--- src/hw/arc_pkg.sv ---
package arc_pkg;

    // ==========================================
    // register pages and addresses
    localparam logic [1:0]  PAGE_RESULT      = 2'h0;
    localparam logic [1:0]  PAGE_CONFIG      = 2'h2;
    localparam logic [5:0]  ADDR_SINE_RAW    = 6'h10;
    localparam logic [5:0]  ADDR_COSINE_RAW  = 6'h11;
    localparam logic [5:0]  ADDR_VECTOR_MAG  = 6'h18;
    localparam logic [5:0]  ADDR_DIE_TEMP    = 6'h20;
    localparam logic [5:0]  ADDR_GEN_CTRL    = 6'h10;

    // ==========================================
    // reset and load values
    localparam logic [15:0] RESULT_RESET     = 16'h0000;
    localparam logic [15:0] SINCOS_START     = 16'h2000;
    localparam logic [15:0] TEMP_START       = 16'hFFF0;
    localparam logic [15:0] GEN_CTRL_RESET   = 16'h1230;

    // ==========================================
    // general control and result field positions
    localparam int          POS_STORAGE7     = 15;
    localparam int          POS_SYNC_HI      = 14;
    localparam int          POS_SYNC_LO      = 13;
    localparam int          POS_FILTER       = 12;
    localparam int          POS_STORAGE6     = 11;
    localparam int          POS_H8_SOURCE    = 10;
    localparam int          POS_STORAGE5     = 8;
    localparam int          POS_STORAGE3     = 6;
    localparam int          POS_STORAGE2     = 3;
    localparam int          POS_STORAGE0     = 1;
    localparam int          POS_MODE         = 0;
    localparam int          POS_FLAG         = 0;
    localparam int          SINCOS_LSB       = 2;
    localparam int          MAG_LSB          = 1;
    localparam int          TEMP_LSB         = 4;

    // ==========================================
    // conversion sequencer states
    typedef enum logic [1:0] {
        ARC_IDLE = 2'b01,
        ARC_RUN  = 2'b10
    } arc_seq_e;

    // ==========================================
    // carriers
    typedef struct packed {
        logic        rd;
        logic        wr;
        logic [1:0]  page;
        logic [5:0]  addr;
        logic [15:0] wdata;
    } arc_req_s;

    typedef struct packed {
        logic        valid;
        logic [13:0] sine;
        logic [13:0] cosine;
        logic [14:0] magnitude;
        logic [11:0] temperature;
    } arc_meas_s;

    typedef struct packed {
        logic [1:0]  start_sync_select;
        logic        angle_filter_enable;
        logic        eighth_harmonic_source;
        logic        conversion_mode_select;
        logic [7:0]  user_storage;
    } arc_cfg_s;

endpackage

--- src/hw/arc_regs.sv ---
`timescale 1ns/100ps
module arc_regs (
    // clock and reset
    input  wire logic              mclk,
    input  wire logic              reset,
    // host register port
    input  wire arc_pkg::arc_req_s req,
    output logic [15:0]            rd_data,
    output logic                   rd_valid,
    // conversion front end
    input  wire logic              convert_start,
    input  wire arc_pkg::arc_meas_s meas,
    output logic                   seq_start,
    output logic                   seq_running,
    // configuration out
    output arc_pkg::arc_cfg_s      cfg,
    output logic [4:0]             ecc_check
);

    // ==========================================
    // storage
    logic [15:0]       sine_raw;
    logic [15:0]       cosine_raw;
    logic [15:0]       vector_magnitude;
    logic [15:0]       die_temperature;
    logic [15:0]       general_control;
    arc_pkg::arc_seq_e state;
    logic              begin_seq;
    logic              one_shot;
    logic              rd_result;
    logic              rd_sine;
    logic              rd_cosine;
    logic              rd_mag;
    logic              wr_gen;
    logic              fresh;
    logic [15:0]       next_rd_data;
    logic [7:0]        storage_bits;

    assign one_shot  = general_control[arc_pkg::POS_MODE];
    assign rd_result = req.rd && req.page == arc_pkg::PAGE_RESULT;
    assign rd_sine   = rd_result && req.addr == arc_pkg::ADDR_SINE_RAW;
    assign rd_cosine = rd_result && req.addr == arc_pkg::ADDR_COSINE_RAW;
    assign rd_mag    = rd_result && req.addr == arc_pkg::ADDR_VECTOR_MAG;
    // only the general control register accepts writes
    assign wr_gen    = req.wr && req.page == arc_pkg::PAGE_CONFIG
                       && req.addr == arc_pkg::ADDR_GEN_CTRL;
    assign fresh     = meas.valid && state == arc_pkg::ARC_RUN && !one_shot;

    // ==========================================
    // conversion sequencer
    always_comb begin
        unique case (state)
            arc_pkg::ARC_IDLE: begin_seq = convert_start;
            arc_pkg::ARC_RUN:  begin_seq = meas.valid && !one_shot;
            default:           begin_seq = 1'b0;
        endcase
    end

    always_ff @(posedge mclk or posedge reset) begin
        if (reset) begin
            state <= arc_pkg::ARC_IDLE;
        end else begin
            unique case (state)
                arc_pkg::ARC_IDLE: begin
                    if (convert_start) begin
                        state <= arc_pkg::ARC_RUN;
                    end
                end
                arc_pkg::ARC_RUN: begin
                    // one-shot halts after its sequence completes
                    if (meas.valid && one_shot) begin
                        state <= arc_pkg::ARC_IDLE;
                    end
                end
                default: state <= arc_pkg::ARC_IDLE;
            endcase
        end
    end

    always_ff @(posedge mclk or posedge reset) begin
        if (reset) begin
            seq_start   <= 1'b0;
            seq_running <= 1'b0;
        end else begin
            seq_start   <= begin_seq;
            seq_running <= state == arc_pkg::ARC_RUN || begin_seq;
        end
    end

    // ==========================================
    // sine and cosine results
    always_ff @(posedge mclk or posedge reset) begin
        if (reset) begin
            sine_raw   <= arc_pkg::RESULT_RESET;
            cosine_raw <= arc_pkg::RESULT_RESET;
        end else begin
            // completed result wins over the continuous restart load
            if (meas.valid && state == arc_pkg::ARC_RUN) begin
                sine_raw[15:arc_pkg::SINCOS_LSB]   <= meas.sine;
                cosine_raw[15:arc_pkg::SINCOS_LSB] <= meas.cosine;
                sine_raw[1]                        <= 1'b0;
                cosine_raw[1]                      <= 1'b0;
            end else if (begin_seq) begin
                sine_raw   <= arc_pkg::SINCOS_START;
                cosine_raw <= arc_pkg::SINCOS_START;
            end
            // new-data flags: arrival wins over read clear
            if (one_shot) begin
                sine_raw[arc_pkg::POS_FLAG]   <= 1'b0;
                cosine_raw[arc_pkg::POS_FLAG] <= 1'b0;
            end else begin
                if (fresh) begin
                    sine_raw[arc_pkg::POS_FLAG]   <= 1'b1;
                    cosine_raw[arc_pkg::POS_FLAG] <= 1'b1;
                end else begin
                    if (rd_sine) begin
                        sine_raw[arc_pkg::POS_FLAG] <= 1'b0;
                    end
                    if (rd_cosine) begin
                        cosine_raw[arc_pkg::POS_FLAG] <= 1'b0;
                    end
                end
            end
        end
    end

    // ==========================================
    // magnitude and temperature
    always_ff @(posedge mclk or posedge reset) begin
        if (reset) begin
            vector_magnitude <= arc_pkg::RESULT_RESET;
        end else begin
            if (meas.valid && state == arc_pkg::ARC_RUN) begin
                vector_magnitude[15:arc_pkg::MAG_LSB] <= meas.magnitude;
            end
            if (one_shot) begin
                vector_magnitude[arc_pkg::POS_FLAG] <= 1'b0;
            end else if (fresh) begin
                vector_magnitude[arc_pkg::POS_FLAG] <= 1'b1;
            end else if (rd_mag) begin
                vector_magnitude[arc_pkg::POS_FLAG] <= 1'b0;
            end
        end
    end

    always_ff @(posedge mclk or posedge reset) begin
        if (reset) begin
            die_temperature <= arc_pkg::RESULT_RESET;
        end else if (meas.valid && state == arc_pkg::ARC_RUN) begin
            die_temperature <= {meas.temperature, 4'h0};
        end else if (begin_seq) begin
            die_temperature <= arc_pkg::TEMP_START;
        end
    end

    // ==========================================
    // general control
    always_ff @(posedge mclk or posedge reset) begin
        if (reset) begin
            general_control <= arc_pkg::GEN_CTRL_RESET;
        end else if (wr_gen) begin
            // all bits stored as written; host keeps the fixed bits
            general_control <= req.wdata;
        end
    end

    assign storage_bits = {general_control[arc_pkg::POS_STORAGE7],
                           general_control[arc_pkg::POS_STORAGE6],
                           general_control[arc_pkg::POS_STORAGE5:arc_pkg::POS_STORAGE3],
                           general_control[arc_pkg::POS_STORAGE2:arc_pkg::POS_STORAGE0]};

    always_ff @(posedge mclk or posedge reset) begin
        if (reset) begin
            cfg       <= '0;
            ecc_check <= 5'h00;
        end else begin
            cfg.start_sync_select      <= general_control[arc_pkg::POS_SYNC_HI:
                                                          arc_pkg::POS_SYNC_LO];
            cfg.angle_filter_enable    <= general_control[arc_pkg::POS_FILTER];
            cfg.eighth_harmonic_source <= general_control[arc_pkg::POS_H8_SOURCE];
            cfg.conversion_mode_select <= one_shot;
            cfg.user_storage           <= storage_bits;
            // check bits over the whole word, storage bits included
            ecc_check[0] <= ^(general_control & 16'h5555);
            ecc_check[1] <= ^(general_control & 16'h6666);
            ecc_check[2] <= ^(general_control & 16'h7878);
            ecc_check[3] <= ^(general_control & 16'h7F80);
            ecc_check[4] <= ^general_control;
        end
    end

    // ==========================================
    // read path
    always_comb begin
        next_rd_data = 16'h0000;
        if (req.page == arc_pkg::PAGE_RESULT) begin
            unique case (req.addr)
                arc_pkg::ADDR_SINE_RAW:   next_rd_data = sine_raw;
                arc_pkg::ADDR_COSINE_RAW: next_rd_data = cosine_raw;
                arc_pkg::ADDR_VECTOR_MAG: next_rd_data = vector_magnitude;
                arc_pkg::ADDR_DIE_TEMP:   next_rd_data = die_temperature;
                default:                  next_rd_data = 16'h0000;
            endcase
        end else if (req.page == arc_pkg::PAGE_CONFIG && req.addr == arc_pkg::ADDR_GEN_CTRL) begin
            next_rd_data = general_control;
        end
    end

    always_ff @(posedge mclk or posedge reset) begin
        if (reset) begin
            rd_data  <= 16'h0000;
            rd_valid <= 1'b0;
        end else begin
            rd_valid <= req.rd;
            if (req.rd) begin
                rd_data <= next_rd_data;
            end
        end
    end

endmodule

--- config.mk ---
export PLATFORM = sky130hd
export DESIGN_NAME = arc_regs
export DESIGN_NICKNAME = d
export VERILOG_FILES = /design/src/hw/arc_pkg.sv /design/src/hw/arc_regs.sv
export SDC_FILE = /design/constraint.sdc
export NUM_CORES = 1
export LEC_CHECK = 0
export BUFFER_PORTS_ARGS = -buffer_cell sky130_fd_sc_hd__buf_2
export CORE_MARGIN = 2
export CORE_UTILIZATION = 29
export DETAILED_ROUTE_END_ITERATION = 10
export GPL_TIMING_DRIVEN = 0
export PLACE_DENSITY = 0.51
export REMOVE_ABC_BUFFERS = 1
export SLEW_MARGIN = 20
export SYNTH_ARGS = -nofsm -noshare
export SYNTH_HDL_FRONTEND = slang
export SYNTH_SLANG_ARGS = --single-unit
--- constraint.sdc ---
create_clock -name mclk -period 4.4 [get_ports mclk]
set_input_delay 0.22 -clock mclk [delete_from_list [all_inputs] [get_ports mclk]]
set_output_delay 0.22 -clock mclk [all_outputs]
set_load 0.05 [all_outputs]
## Word level (Yosys, flattened, before mapping)

Cells that the tools add are included.

| storage, ports and cells | value |
|---|---|
| latch bits | 0 |
| logic and storage cells | 78 |
| register bits after elaboration | 119 |
| memories kept | 0 |
| output and inout port bits | 37 |
| input bits | 85 |
| ROM bits | 0 |
| bits in writable memories | 0 |

| cells by class | value |
|---|---|
| $mul | 0 |
| divide/modulo/power cells | 0 |
| reductions and logical operators | 26 |
| order comparisons | 0 |
| bitwise gates (word level) | 0 |
| muxes and demuxes | 22 |
| eq/ne operators | 11 |
| add/sub/neg operators | 0 |
| shift-type cells | 0 |

Operators by type and width:

| cell | number |
|---|---|
| 2-to-1 mux 16 bit | 5 |
| XOR reduction 16 bit | 5 |
| case mux 16 bit (4 select lines) | 1 |
| 2-to-1 mux 15 bit | 2 |
| == test 6 x 5 -> 1 bit (second input constant) | 3 |
| logical AND 1 bit | 11 |
| 2-to-1 mux 1 bit | 10 |
| != test 4 bit (second input constant) | 2 |
| nonzero test 4 bit | 2 |
| == test 6 bit (second input constant) | 1 |
| AND reduction 2 bit | 3 |
| == test 2 bit (second input constant) | 2 |
| 2-to-1 mux 2 bit | 2 |
| case mux 2 bit (2 select lines) | 1 |
| nonzero test 3 bit | 1 |
| == test 2 x 1 -> 1 bit (second input constant) | 1 |
| logical NOT 2 bit | 1 |
| != test 2 x 1 -> 1 bit (second input constant) | 1 |
| != test 2 bit (second input constant) | 1 |
| case mux 1 bit (2 select lines) | 1 |
| nonzero test 2 bit | 1 |
| logical NOT 1 bit | 1 |
| logical OR 1 bit | 1 |

## Depth between registers and ports, before layout

Gate-level depths: netlist (run 1).

| logic depth | value |
|---|---|
| word-level depth | 8 |
| mapped depth | 8 |
| depth with buffers taken out | 6 |

## Least setup slack after synthesis (run 1)

Ideal clock, no wire load.

| timing | value |
|---|---|
| path kind | input to register |
| start | input req[20] in the netlist's numbering |
| end | register general_control[0] |
| data required time | 4.275 ns |
| arrival | 1.852 ns |
| cell stages on the path | 6 |
| setup slack | 2.423 ns |
| setup time | 0.125 ns |
| buffers on the path | 2 |
| cell sequence | buf_4 or4b_4 nor4b_4 nand2_2 buf_6 mux2_4 |

| between the ends | value |
|---|---|
| longest elaborated chain between the ends | 2 |

Ends and longest elaborated chain:

| element | RTL line | source |
|---|---|---|
| from (decl) | arc_regs.sv:7 | `input wire arc_pkg::arc_req_s req,` |
| == test 6 x 5 -> 1 bit | arc_regs.sv:46 | `&& req.addr == arc_pkg::ADDR_GEN_CTRL;` |
| logical AND 1 bit | arc_regs.sv:46 |  |
| to (signal assigned) | arc_regs.sv:160 | `general_control <= arc_pkg::GEN_CTRL_RESET;` |
| to (signal assigned) | arc_regs.sv:163 | `general_control <= req.wdata;` |
| to (decl) | arc_regs.sv:26 | `logic [15:0] general_control;` |

No other way between the ends.
A chain may end at the register's enable or synchronous reset.

## Final worst setup path (run 1)

| timing | value |
|---|---|
| start | register state[0] |
| end | register cosine_raw[3] |

| between the ends | value |
|---|---|
| longest elaborated chain between the ends | 3 |
| elaborated cells between the ends (all ways) | 6 |
| classes of those cells | 2 x eq/ne; 2 x mux; 2 x reduce/logical |

Ends and longest elaborated chain:

| element | RTL line | source |
|---|---|---|
| from (decl) | arc_regs.sv:27 | `arc_pkg::arc_seq_e state;` |
| from (signal assigned) | arc_regs.sv:61 | `state <= arc_pkg::ARC_IDLE;` |
| from (signal assigned) | arc_regs.sv:66 | `state <= arc_pkg::ARC_RUN;` |
| from (signal assigned) | arc_regs.sv:72 | `state <= arc_pkg::ARC_IDLE;` |
| == test 2 bit / == test 2 x 1 -> 1 bit (equally long branches) | arc_regs.sv:52, arc_regs.sv:98 |  |
| case mux 1 bit (2 select lines) / logical AND 1 bit (equally long branches) | arc_regs.sv:52, arc_regs.sv:98 |  |
| nonzero test 2 bit (no line) / 2-to-1 mux 15 bit (equally long branches) | n/a |  |
| to (signal assigned) | arc_regs.sv:95 | `cosine_raw <= arc_pkg::RESULT_RESET;` |
| to (signal, indexed assignment) | arc_regs.sv:100 | `cosine_raw[15:arc_pkg::SINCOS_LSB] <= meas.cosine;` |
| to (signal assigned) | arc_regs.sv:105 | `cosine_raw <= arc_pkg::SINCOS_START;` |
| to (decl) | arc_regs.sv:23 | `logic [15:0] cosine_raw;` |

Parallel ways exist; a longest one is shown, timed or not.

==> summary.md, run 1 <==
| Metric | Value |
|---|---|
| Status | `finished clean` |
| Timing-limited maximum frequency | `342 MHz` |
| Clock period minus final worst setup slack | `2.92 ns` |
| Quantity of gates resized following cts | `0` |
| Layout overhead on the synthesized area | `34.1%` |
| Routed wire per std cell | `15.7 um` |
| Clock share of power | `0.404` |
| Commonest non-fill, non-tap cell in the layout | `sky130_fd_sc_hd__buf_2` |
| Synth cell types | `44` |
| Total congestion overflow after global routing | `0` |
| Endpoint arrival time on the critical path | `~3.2 ns` |
| DRT antenna net count | `0` |
| Layout cells sized above 1 | `0.276` |
| Final wirelength | `between 10,000 and 15,000 um` |
| Slew at the pin closest to its max-slew limit | `0.917 ns` |
| Portion of total power attributed to sequential cells | `0.376` |
| Detailed Place HPWL | `9970 um` |
| Hold Vio Cnt, Final | `0` |
| Leading register cell type out of synthesis | `sky130_fd_sc_hd__dfrtp_1` |
| Post-route DRC violation count | `0` |
| Share of synthesized flip-flops with an asynchronous set or reset | `1.00` |
| Max-slew violation total from the final report | `0` |
| Number of max-capacitance violations reported | `0` |
| Clk sink count | `~110` |
| Startpoint type of the worst setup path | `register` |
| DIE AREA | `around 19,000 sq um` |
| Syn Area/Cell | `9.82 sq um` |
| Clock network latency to the later pin of the worst-skew pair | `between 0.4 and 0.5 ns` |
| Critical path peak fanout | `27` |
| Buffer depth of the longest clock path | `2` |
| Total GRT Usage | `0.154` |
| Drt first-iter violations | `239` |
| Crit path capture type | `register` |
| Mapped Cells | `532` |
| Count of flip-flops with a built-in enable after synthesis | `0` |
| Initial antenna violation count | `0` |
| Fraction of power spent switching nets | `0.306` |
| Via count normalized by instance count | `about 4.7` |
| Crit Path Class | `register to register` |
| Vert. Die Dim | `~140 um` |
| Total of warnings raised by yosys | `0` |
| Power density over cell area | `540 nW/um^2` |
| # IOs | `122` |
| Maximum number of pins on one net before global-route repair | `71` |
| RD Place Congestion | `0.751` |
| Final worst clock skew | `0.00692 ns` |
| Die Wd | `138 um` |
| Count of inserted antenna diode cells | `0` |
| RSZ-0062 raised after global routing | `false` |
| Core Region | `17,800 sq um` |
| Number of buffers added by the clock tree synthesis step | `17` |
| Row count | `49` |
| Clock transition time at the flip-flop clock pins of the worst setup and hold paths | `approximately 0.06 ns` |
| Total power | `0.00379 W` |
| Clock tree from TritonCTS | `done` |
| Count of input and output buffers | `121` |
| Initial core utilization | `0.293` |
| H-Tree Level Count | `4` |
| Total negative slack for setup checks | `0 ns` |
| Most frequent cells in the layout | `sky130_fd_sc_hd__buf_2, sky130_fd_sc_hd__nand2_1, sky130_fd_sc_hd__dfrtp_1` |
| Total of flip-flops plus latches after synthesis | `113` |
| Leakage dissipation | `3.29 nW` |
| Pre-antenna DRT Iters | `5` |
| Final count of negative-setup-slack endpoints | `0` |
| IR drop worst, VDD | `329 uV` |
| Number of global-route vias before repair | `4,175` |
| Total number of vias | `4,266` |
| Wire length of the first global-routing pass | `22,800 um` |
| Post-synthesis cell area | `5230 sq um` |
| Part of the power in combinational logic | `0.220` |
| Slew Limit Headroom | `0.386` |
| Final layout net count | `754` |
| Design internal power | `0.00263 W` |
| Portion of the clock cycle consumed by the worst path in the final layout | `0.665` |
| Root buf cell | `sky130_fd_sc_hd__clkbuf_16` |
| Psw | `about 0.0012 W` |
| Worst hold path class | `input pin to register` |
| Seq/Total Area, Yosys | `0.542` |
| Required time worst endpoint | `4.71 ns` |
[cell usage after synthesis, types with 2 or more instances]
master                     number  area [sq um]
sky130_fd_sc_hd__xor2_1         6          52.6
sky130_fd_sc_hd__a21o_1         2          15.0
sky130_fd_sc_hd__ha_1           2          25.0
sky130_fd_sc_hd__dfrtp_1      108          2700
sky130_fd_sc_hd__clkbuf_1      29           109
sky130_fd_sc_hd__a21oi_1       22           110
sky130_fd_sc_hd__a31oi_1       16           100
sky130_fd_sc_hd__o211ai_1       6          45.0
sky130_fd_sc_hd__dfstp_2        5           131
sky130_fd_sc_hd__nand3b_1       2          15.0
sky130_fd_sc_hd__o31ai_1        2          15.0
sky130_fd_sc_hd__mux2i_1       15           150
sky130_fd_sc_hd__nand4b_1       3          26.3
sky130_fd_sc_hd__and3_1         9          56.3
sky130_fd_sc_hd__xnor2_1       16           140
sky130_fd_sc_hd__buf_1          4          15.0
sky130_fd_sc_hd__o21ai_0       25           125
sky130_fd_sc_hd__mux2_2         6          67.6
sky130_fd_sc_hd__nand2_1      122           458
sky130_fd_sc_hd__nor3_1        27           135
sky130_fd_sc_hd__o311ai_0      10          87.6
sky130_fd_sc_hd__and2_1         2          12.5
sky130_fd_sc_hd__inv_1         10          37.5
sky130_fd_sc_hd__xnor3_1        3          67.6
sky130_fd_sc_hd__or4bb_1        3          33.8
sky130_fd_sc_hd__nand2b_1       3          18.8
sky130_fd_sc_hd__nor4_1         4          25.0
sky130_fd_sc_hd__nor2_1        45           169
sky130_fd_sc_hd__mux2_4        10           150
[power groups by stage]
stage / Sequential, W / Clock [W] / Combinational, W
after floorplan: 0.00156 / 0 / 0.000428
after global placement: 0.00143 / 0 / 0.000783
after detailed placement: 0.00144 / 0 / 0.000830
after CTS: 0.00142 / 0.00156 / 0.000851
after global routing: 0.00145 / 0.00161 / 0.000926
final: 0.00142 / 0.00153 / 0.000834
[cells by family after synthesis]
kind of cell / after synthesis / synth area share
adders and majority gates: 2 / 0.00479
muxes: 31 / 0.0704
buffers and inverters: 47 / 0.0362
DFF: 113 / 0.542
AOI/OAI and AO/OA: 86 / 0.0999
and+or+nand+nor: 228 / 0.197
xor gates and xnor gates: 25 / 0.0498
[registers in the layout, indices dropped and copies added, names as in the netlist]
name	count
rd_valid	1
seq_running	1
ecc_check	5
general_control	16
state	2
cosine_raw	15
sine_raw	15
seq_start	1
die_temperature	12
rd_data	16
vector_magnitude	16
cfg	13
[per-stage QoR]
step / hold slack (ns) / utilization / area [sq um] / cells / setup slack, ns
after global placement: 0.418 / 0.335 / 5970 / 846 / -0.0451
after global routing: 0.0150 / 0.393 / 7010 / 909 / 1.15
after CTS: 0.00138 / 0.392 / 7000 / 909 / 1.35
after detailed placement: 0.258 / 0.340 / 6060 / 850 / 1.21
after floorplan: 0.251 / - / 5080 / 496 / 1.20
final: 0.0111 / 0.393 / 7010 / 909 / 1.48
[area by class of cell]
class | count | area (sq um)
inverter | 11 | 46.3
multi-input combinational | 372 | 2220
timing repair buffer | 152 | 956
tap | 229 | 287
fill | 1846 | 10800
clock buffer | 19 | 453
clock inverter | 13 | 209
sequential | 113 | 2830
[worst max-delay path, stage by stage, from the launching register on]
cell and delay (ns):
sky130_fd_sc_hd__dfstp_2 0.54, sky130_fd_sc_hd__inv_1 0.05, sky130_fd_sc_hd__ha_1 0.26, sky130_fd_sc_hd__nand3b_1 0.13, sky130_fd_sc_hd__a21o_1 0.55, sky130_fd_sc_hd__clkinv_1 0.80
sky130_fd_sc_hd__o31ai_1 0.45
[worst paths after layout]
check / cells past startpoint / slack (ns) / to / startpoint
setup / recovery: 6 / 1.48 / cosine_raw[3]$_DFFE_PP0P_ / state[0]$_DFFE_PP1P_
hold / removal: 3 / 0.01 / vector_magnitude[13]$_DFFE_PP0N_ / meas[24]
setup reg to reg: 6 / 1.48 / cosine_raw[3]$_DFFE_PP0P_ / state[0]$_DFFE_PP1P_
hold reg to reg: 0 / 0.45 / cfg[10]$_DFF_PP0_ / general_control[12]$_DFFE_PP1P_
max in group asynchronous: 4 / 3.32 / general_control[4]$_DFFE_PP1P_ / reset
min in group asynchronous: 3 / 0.35 / general_control[13]$_DFFE_PP0P_ / reset
[timing repair]
action                                 CTS  global route
endpoints found under the hold margin   68             0
hold buffers                            27             0
setup endpoints to repair                0             0
buffers inserted                         0             0
[layer usage]
layer,routed length (um),GRT usage,up-vias
met5,0,0,-
met4,134,0.0505,0
met3,823,0.0468,9
met2,6510,0.233,133
met1,6770,0.211,2030
li1,-,-,2094
No activity file was read; power rests on OpenSTA's default activity.
==> run 2, diff against run 1 <==
clock period = 2.8 ns   (was 4.4 ns; I/O delays follow)
==> summary.md, run 2 (synthesized netlist as in run 1, its figures left out) <==
| Metric | Value |
|---|---|
| Status | `finished clean (unchanged)` |
| Internal reg-to-reg setup slack | `0.25 ns (was 1.48 ns)` |
| RD Place Congestion | `0.751 (unchanged)` |
| Hold Path Sink | `rd_data[1]$_DFFE_PP0P_ (was vector_magnitude[13]$_DFFE_PP0N_)` |
| RSZ-0062 raised after global routing | `false (unchanged)` |
| Post-route core utilization | `0.419 (was 0.393)` |
| Hold path startpoint | `req[22] (was meas[24])` |
| Clock network latency to the later pin of the worst-skew pair | `0.42 ns (about the same)` |
| Endpoint arrival time on the critical path | `2.93 ns (was 3.23 ns)` |
| Critical path peak fanout | `20 (was 27)` |
| Final layout net count | `800 (was 754)` |
| Portion of the clock cycle consumed by the worst path in the final layout | `0.938` |
| Clock period minus final worst setup slack | `approximately 2.6 ns` |
| Total GRT Usage | `0.156 (was 0.154)` |
| Clock transition time at the flip-flop clock pins of the worst setup and hold paths | `0.05 ns (was 0.06 ns)` |
| Critical-path cell list | `buf_2, or4b_4, nor4b_4, nand2_2, mux2_4 (was inv_1, ha_1, nand3b_1, a21o_1, clkinv_1, o31ai_1)` |
| Biggest regs | `general_control (16), rd_data (16), vector_magnitude (16) (unchanged)` |
| IR drop worst, VDD | `517 uV (was 329 uV)` |
| Count of inserted antenna diode cells | `0 (unchanged)` |
| Clk sink count | `113 (unchanged)` |
| Cell with the largest stage delay on the worst path | `sky130_fd_sc_hd__nor4b_4 (was sky130_fd_sc_hd__clkinv_1)` |
| Post-route DRC violation count | `0 (unchanged)` |
| Worst hold path class | `input pin to register (unchanged)` |
| Number of max-capacitance violations reported | `0 (unchanged)` |
| Wire length of the first global-routing pass | `23,200 um (was 22,800 um)` |
| Leakage dissipation | `3.49 nW (was 3.29 nW)` |
| Final non-filler cell total | `955 (was 909)` |
| Final wirelength | `14,500 um (was 14,200 um)` |
| Placement Setup Slack | `-0.306 ns (was 1.21 ns)` |
| Core Region | `17,800 sq um (unchanged)` |
| Initial antenna violation count | `0 (unchanged)` |
| Layout cells sized above 1 | `0.260 (was 0.276)` |
| H-Tree Level Count | `4 (unchanged)` |
| Pre-antenna DRT Iters | `5 (unchanged)` |
| Commonest non-fill, non-tap cell in the layout | `sky130_fd_sc_hd__buf_2 (unchanged)` |
| Detailed Place HPWL | `9970 um (unchanged)` |
| # IOs | `122 (unchanged)` |
| WL met3 | `771 um (was 823 um)` |
| Startpoint of the worst-slack reg-to-reg timing path | `state[0]$_DFFE_PP1P_ (unchanged)` |
| Timing-limited maximum frequency | `~380 MHz` |
| Top routing layer in use | `met4 (unchanged)` |
| Required time worst endpoint | `3.10 ns (was 4.71 ns)` |
| Number of setup buffers added after CTS | `0 (unchanged)` |
| Clock tree from TritonCTS | `done (unchanged)` |
| Hold depth | `3 (unchanged)` |
| Row count | `49 (unchanged)` |
| Path depth of the worst reg2reg path | `6 (unchanged)` |
| Count of input and output buffers | `121 (unchanged)` |
| Layout overhead on the synthesized area | `43.0% (was 34.1%)` |
| Routed met1 length | `6970 um (was 6770 um)` |
| Hold Vio Cnt, Final | `0 (unchanged)` |
| Crit path capture type | `register (unchanged)` |
| Slack of the critical path | `0.175 ns (was 1.48 ns)` |
| Slew Limit Headroom | `0.390 (was 0.386)` |
| Final worst clock skew | `0.00536 ns (was 0.00692 ns)` |
| Vert. Die Dim | `138 um (unchanged)` |
| Startpoint type of the worst setup path | `input pin (was register)` |
| Placed instance count | `850 (unchanged)` |
| Crit Path Class | `input pin to register (was register to register)` |
| Buffer depth of the longest clock path | `2 (unchanged)` |
| Root buf cell | `sky130_fd_sc_hd__clkbuf_16 (unchanged)` |
| Total congestion overflow after global routing | `0 (unchanged)` |
| Met2 routed wirelength | `6630 um (was 6510 um)` |
| Worst R2R End | `cosine_raw[3]$_DFFE_PP0P_ (unchanged)` |
| Number of buffers added by the clock tree synthesis step | `17 (unchanged)` |
| Slew at the pin closest to its max-slew limit | `0.912 ns (was 0.917 ns)` |
| Final count of negative-setup-slack endpoints | `0 (unchanged)` |
| Critical Path Max Stage Delay | `0.81 ns (was 0.80 ns)` |
| Die Wd | `138 um (unchanged)` |
| Maximum number of pins on one net before global-route repair | `71 (unchanged)` |
| Max-slew violation total from the final report | `0 (unchanged)` |
| Most frequent cells in the layout | `sky130_fd_sc_hd__buf_2, sky130_fd_sc_hd__nand2_1, sky130_fd_sc_hd__dfrtp_1 (unchanged)` |
| Routed wire per std cell | `15.2 um (was 15.7 um)` |
| Power density over cell area | `804 nW/um^2 (was 540 nW/um^2)` |
| Drt first-iter violations | `241 (was 239)` |
| Total number of vias | `4,387 (was 4,266)` |
| DIE AREA | `19,100 sq um (unchanged)` |
| DRT antenna net count | `0 (unchanged)` |
| Initial core utilization | `0.293 (unchanged)` |
| Number of global-route vias before repair | `4,332 (was 4,175)` |
| Via count normalized by instance count | `4.59 (was 4.69)` |
## run 2: changes by cell type in the layout (fill, tap and decap cells not counted), sizes merged
cell         before  now
dlygate4sd3      27   73
## run 2: what timing repair did
| item | in CTS | in global routing |
|---|---|---|
| pin swaps | 0 | 1 |
| endpoints found under the hold margin | 114 | 0 |
| resized for setup | 1 | 0 |
| hold buffers | 73 | 0 |
| setup endpoints to repair | 27 | 12 |
## run 2: cell type report
cell class | instances | area [sq um]
clock buffers | 19 | 453
clock inverters | 13 | 209
fillers | 1802 | 10400
inverters | 11 | 47.5
multi-input cells | 372 | 2220
flip-flops and latches | 113 | 2830
well taps | 229 | 287
repair buffers | 198 | 1420
## run 2: worst max-delay path by stage
| stage | from | end | slack (ns) | depth (start not counted) |
|---|---|---|---|---|
| 2_1_floorplan | reset | cfg[0]$_DFF_PP0_ | -0.32 | 1 |
| 3_3_place_gp | reset | seq_start$_DFF_PP0_ | -1.57 | 2 |
| 3_5_place_dp | req[16] | general_control[7]$_DFFE_PP0P_ | -0.31 | 5 |
| 4_1_cts | req[16] | general_control[6]$_DFFE_PP0P_ | 0.14 | 5 |
| 5_1_grt | req[16] | general_control[8]$_DFFE_PP0P_ | 0.01 | 5 |
| 6_report | req[16] | general_control[8]$_DFFE_PP0P_ | 0.17 | 5 |
## run 2: through the flow
stage | power [W] | instance area, sq um | setup TNS [ns] | hold slack (ns)
finish | 0.00601 | 7470 | 0 | 0.0733
global route | 0.00632 | 7470 | 0 | 0.0836
CTS | 0.00608 | 7460 | 0 | 0.0536
detailed placement | 0.00357 | 6060 | -7.83 | 0.178
global placement | 0.00348 | 5970 | -181.45 | 0.338
floorplan | 0.00312 | 5080 | -34.46 | 0.171
## run 2: metal layers
layer,vias to the layer above,global-route usage
met1,2081,0.212
li1,2186,-
met2,113,0.239
met5,-,0
met4,0,0.0526
met3,7,0.0454
## run 2: worst max-delay path: cells and delay by family
kind	cells	cell delay, ns
mux	1	0.45
simple gates	3	2.06
buf+inv	1	0.26
## run 2: power by group
part	total [W]	leakage [nW]	switching [W]	internal, W
registers	0.00223	1.42	0.000193	0.00204
clock network	0.00241	0.315	0.000785	0.00162
logic	0.00136	1.75	0.000854	0.000510
total	0.00601	3.49	0.00183	0.00417
==> run 3, diff against run 2 <==
ABC_AREA = 1   (was unset)
CORE_ASPECT_RATIO = 0.8   (was unset)
PLACE_DENSITY = unset   (was 0.51)
==> summary.md, run 3 <==
| Metric | Value |
|---|---|
| Synth top area cells | `sky130_fd_sc_hd__dfrtp_1, sky130_fd_sc_hd__nand2_1, sky130_fd_sc_hd__a22o_1 (was sky130_fd_sc_hd__dfrtp_1, sky130_fd_sc_hd__nand2_1, sky130_fd_sc_hd__nor2_1)` |
| Buffer depth of the longest clock path | `2 (unchanged)` |
| Via count normalized by instance count | `4.60 (was 4.59)` |
| Syn Area/Cell | `9.15 sq um (was 9.82 sq um)` |
| Slew at the pin closest to its max-slew limit | `0.862 ns (was 0.912 ns)` |
| Final count of negative-setup-slack endpoints | `0 (unchanged)` |
| Total of flip-flops plus latches after synthesis | `113 (unchanged)` |
| End of the critical path | `sine_raw[5]$_DFFE_PP0P_ (was general_control[8]$_DFFE_PP0P_)` |
| Seq/Total Area, Yosys | `0.541 (was 0.542)` |
| Placed instance count | `888 (was 850)` |
| Pre-antenna DRT Iters | `4 (was 5)` |
| Final non-filler cell total | `991 (was 955)` |
| Share of synthesized flip-flops with an asynchronous set or reset | `1.00 (unchanged)` |
| Count of inserted antenna diode cells | `0 (unchanged)` |
| Total congestion overflow after global routing | `0 (unchanged)` |
| Leading register cell type out of synthesis | `sky130_fd_sc_hd__dfrtp_1 (unchanged)` |
| Count of input and output buffers | `121 (unchanged)` |
| Number of global-route vias before repair | `4,442 (was 4,332)` |
| Number of buffers added by the clock tree synthesis step | `17 (unchanged)` |
| Crit Path Class | `register to register (was input pin to register)` |
| Count of flip-flops with a built-in enable after synthesis | `0 (unchanged)` |
| Slew Limit Headroom | `0.423 (was 0.390)` |
| Final worst clock skew | `0.00696 ns (was 0.00536 ns)` |
| Total power | `0.00587 W (was 0.00601 W)` |
| Timing-limited maximum frequency | `395 MHz (was 381 MHz)` |
| DRT antenna net count | `0 (unchanged)` |
| Final wirelength | `15,300 um (was 14,500 um)` |
| Required time worst endpoint | `3.10 ns (about the same)` |
| Startpoint of the worst-slack reg-to-reg timing path | `state[0]$_DFFE_PP1P_ (unchanged)` |
| Wire length of the first global-routing pass | `24,000 um (was 23,200 um)` |
| Layout overhead on the synthesized area | `39.4% (was 43.0%)` |
| Power density over cell area | `804 nW/um^2 (about the same)` |
| Critical path peak fanout | `42 (was 20)` |
| Routed wire per std cell | `15.4 um (was 15.2 um)` |
| Crit path capture type | `register (unchanged)` |
| Most frequent cells in the layout | `sky130_fd_sc_hd__nand2_1, sky130_fd_sc_hd__buf_2, sky130_fd_sc_hd__dfrtp_1 (was sky130_fd_sc_hd__buf_2, sky130_fd_sc_hd__nand2_1, sky130_fd_sc_hd__dfrtp_1)` |
| RD Place Congestion | `0.761 (was 0.751)` |
| Leakage dissipation | `3.64 nW (was 3.49 nW)` |
| Synth cell types | `31 (was 44)` |
| Number of max-capacitance violations reported | `0 (unchanged)` |
| Post-route DRC violation count | `0 (unchanged)` |
| Clock period minus final worst setup slack | `2.53 ns (was 2.63 ns)` |
| Clk sink count | `113 (unchanged)` |
| Instance area after placement | `5980 sq um (was 6060 sq um)` |
| Initial core utilization | `0.299 (was 0.293)` |
| Max-slew violation total from the final report | `0 (unchanged)` |
| IR drop worst, VDD | `388 uV (was 517 uV)` |
| Layout cells sized above 1 | `0.232 (was 0.260)` |
| Final layout net count | `840 (was 800)` |
| Commonest non-fill, non-tap cell in the layout | `sky130_fd_sc_hd__nand2_1 (was sky130_fd_sc_hd__buf_2)` |
| Worst hold path class | `input pin to register (unchanged)` |
| # IOs | `122 (unchanged)` |
| RSZ-0062 raised after global routing | `false (unchanged)` |
| Launching element of the worst setup path | `state[0]$_DFFE_PP1P_ (was req[16])` |
| Total number of vias | `4,555 (was 4,387)` |
| DIE AREA | `19,100 sq um (about the same)` |
| Biggest regs | `general_control (16), rd_data (16), vector_magnitude (16) (unchanged)` |
| Clock tree from TritonCTS | `done (unchanged)` |
| Startpoint type of the worst setup path | `register (was input pin)` |
| Initial antenna violation count | `0 (unchanged)` |
| Post-synthesis cell area | `5230 sq um (about the same)` |
| Portion of the clock cycle consumed by the worst path in the final layout | `0.903 (was 0.938)` |
| Clock network latency to the later pin of the worst-skew pair | `0.42 ns (about the same)` |
| Internal reg-to-reg setup slack | `0.27 ns (was 0.25 ns)` |
| Worst R2R End | `sine_raw[5]$_DFFE_PP0P_ (was cosine_raw[3]$_DFFE_PP0P_)` |
| Die Wd | `154 um (was 138 um)` |
| Mapped Cells | `572 (was 532)` |
| Share of Yosys cell area claimed by the top area cell type | `0.516 (was 0.517)` |
| Vert. Die Dim | `124 um (was 138 um)` |
| Endpoint arrival time on the critical path | `2.83 ns (was 2.93 ns)` |
| Total negative slack for setup checks | `0 ns (unchanged)` |
| Maximum number of pins on one net before global-route repair | `61 (was 71)` |
| Detailed Place HPWL | `10,100 um (was 9970 um)` |
| Area of all placed cells without fillers | `7300 sq um (was 7470 sq um)` |
| H-Tree Level Count | `4 (unchanged)` |
| Root buf cell | `sky130_fd_sc_hd__clkbuf_16 (unchanged)` |
| Row count | `43 (was 49)` |
| Drt first-iter violations | `189 (was 241)` |
| Leading cell type by number of instances after synthesis | `sky130_fd_sc_hd__nand2_1 (unchanged)` |
| Total GRT Usage | `0.167 (was 0.156)` |
| Total of warnings raised by yosys | `0 (unchanged)` |
| Core Region | `17,500 sq um (was 17,800 sq um)` |
| Path depth of the worst reg2reg path | `10 (was 6)` |
| Post-synthesis cell type with the largest combined area | `sky130_fd_sc_hd__dfrtp_1 (unchanged)` |
| Clock transition time at the flip-flop clock pins of the worst setup and hold paths | `0.06 ns (was 0.05 ns)` |
| Most numerous cell types in the synthesized netlist | `sky130_fd_sc_hd__nand2_1, sky130_fd_sc_hd__dfrtp_1, sky130_fd_sc_hd__inv_1 (was sky130_fd_sc_hd__nand2_1, sky130_fd_sc_hd__dfrtp_1, sky130_fd_sc_hd__nor2_1)` |
| Status | `finished clean (unchanged)` |
| Hold Vio Cnt, Final | `0 (unchanged)` |
-- run 3: changes by cell type after synthesis, moves of 19 or more --
cell,delta
sky130_fd_sc_hd__nand3_1,+38
sky130_fd_sc_hd__a22o_1,+26
sky130_fd_sc_hd__inv_1,+33
sky130_fd_sc_hd__nor3_1,-27
sky130_fd_sc_hd__clkbuf_1,-19
-- run 3: what timing repair did --
item,in CTS,in global routing
gates resized for setup,2,1
hold buffers,71,0
endpoints found under the setup margin,41,8
cloned,0,0
hold endpoints to repair,126,0
buffers inserted,0,0
pin swaps,0,0
-- run 3: area by class of cell --
type | count | area, sq um
Clock buffer | 22 | 484
Inverter | 46 | 183
Fill cell | 1727 | 10200
Timing Repair Buffer | 193 | 1340
Tap cell | 225 | 282
Sequential cell | 113 | 2830
Clock inverter | 10 | 108
Multi-Input combinational cell | 382 | 2060
-- run 3: stage by stage --
step | setup WS (ns) | hold WS, ns | util
after floorplan | -0.319 | 0.171 | -
after global placement | -1.82 | 0.340 | 0.340
after detailed placement | -0.357 | 0.255 | 0.342
after CTS | 0.160 | 0.000301 | 0.417
after global routing | 0.0802 | 0.0135 | 0.417
final | 0.271 | 0.00917 | 0.417
-- run 3: worst min path at each step --
stage,startpoint,to,cells after the start,slack (ns)
final,req[6],general_control[6]$_DFFE_PP0P_,3,0.009
after global routing,req[6],general_control[6]$_DFFE_PP0P_,3,0.01
after CTS,req[6],general_control[6]$_DFFE_PP0P_,3,0.0003
after detailed placement,reset,vector_magnitude[1]$_DFFE_PP0N_,2,0.26
after global placement,meas[18],vector_magnitude[7]$_DFFE_PP0N_,3,0.34
after floorplan,req[25],rd_valid$_DFF_PP0_,0,0.17
-- run 3: critical path, cell delays in order (launching register included) --
cell and delay, ns:
sky130_fd_sc_hd__dfstp_2 0.38, sky130_fd_sc_hd__inv_1 0.05, sky130_fd_sc_hd__ha_1 0.27, sky130_fd_sc_hd__nand2_8 0.20, sky130_fd_sc_hd__inv_4 0.44, sky130_fd_sc_hd__nand2_1 0.22
sky130_fd_sc_hd__nand2_1 0.12, sky130_fd_sc_hd__nand2_2 0.09, sky130_fd_sc_hd__nand2_4 0.20, sky130_fd_sc_hd__inv_4 0.17, sky130_fd_sc_hd__a22o_1 0.22
-- run 3: metal layers --
metal	global-route usage	part of all wire	up-vias
met2	0.265	0.46	110
li1	-	-	2255
met1	0.228	0.48	2177
met5	0	0	-
met4	0.0456	0.0098	0
met3	0.0442	0.052	13
-- run 3: where the power goes --
part | switching (W) | internal (W)
Clock | 0.000759 | 0.00139
Combinational | 0.000825 | 0.000548
Sequential | 0.000252 | 0.00209
-- run 3: kinds of logic after synthesis --
kind of cell / synth area share
AO/OA/AOI/OAI: 0.132
XOR/XNOR: 0.0435
adder cells (fa/ha/maj): 0.00478
buffers and inverters: 0.0674
flip-flops: 0.541
AND/OR/NAND/NOR: 0.211
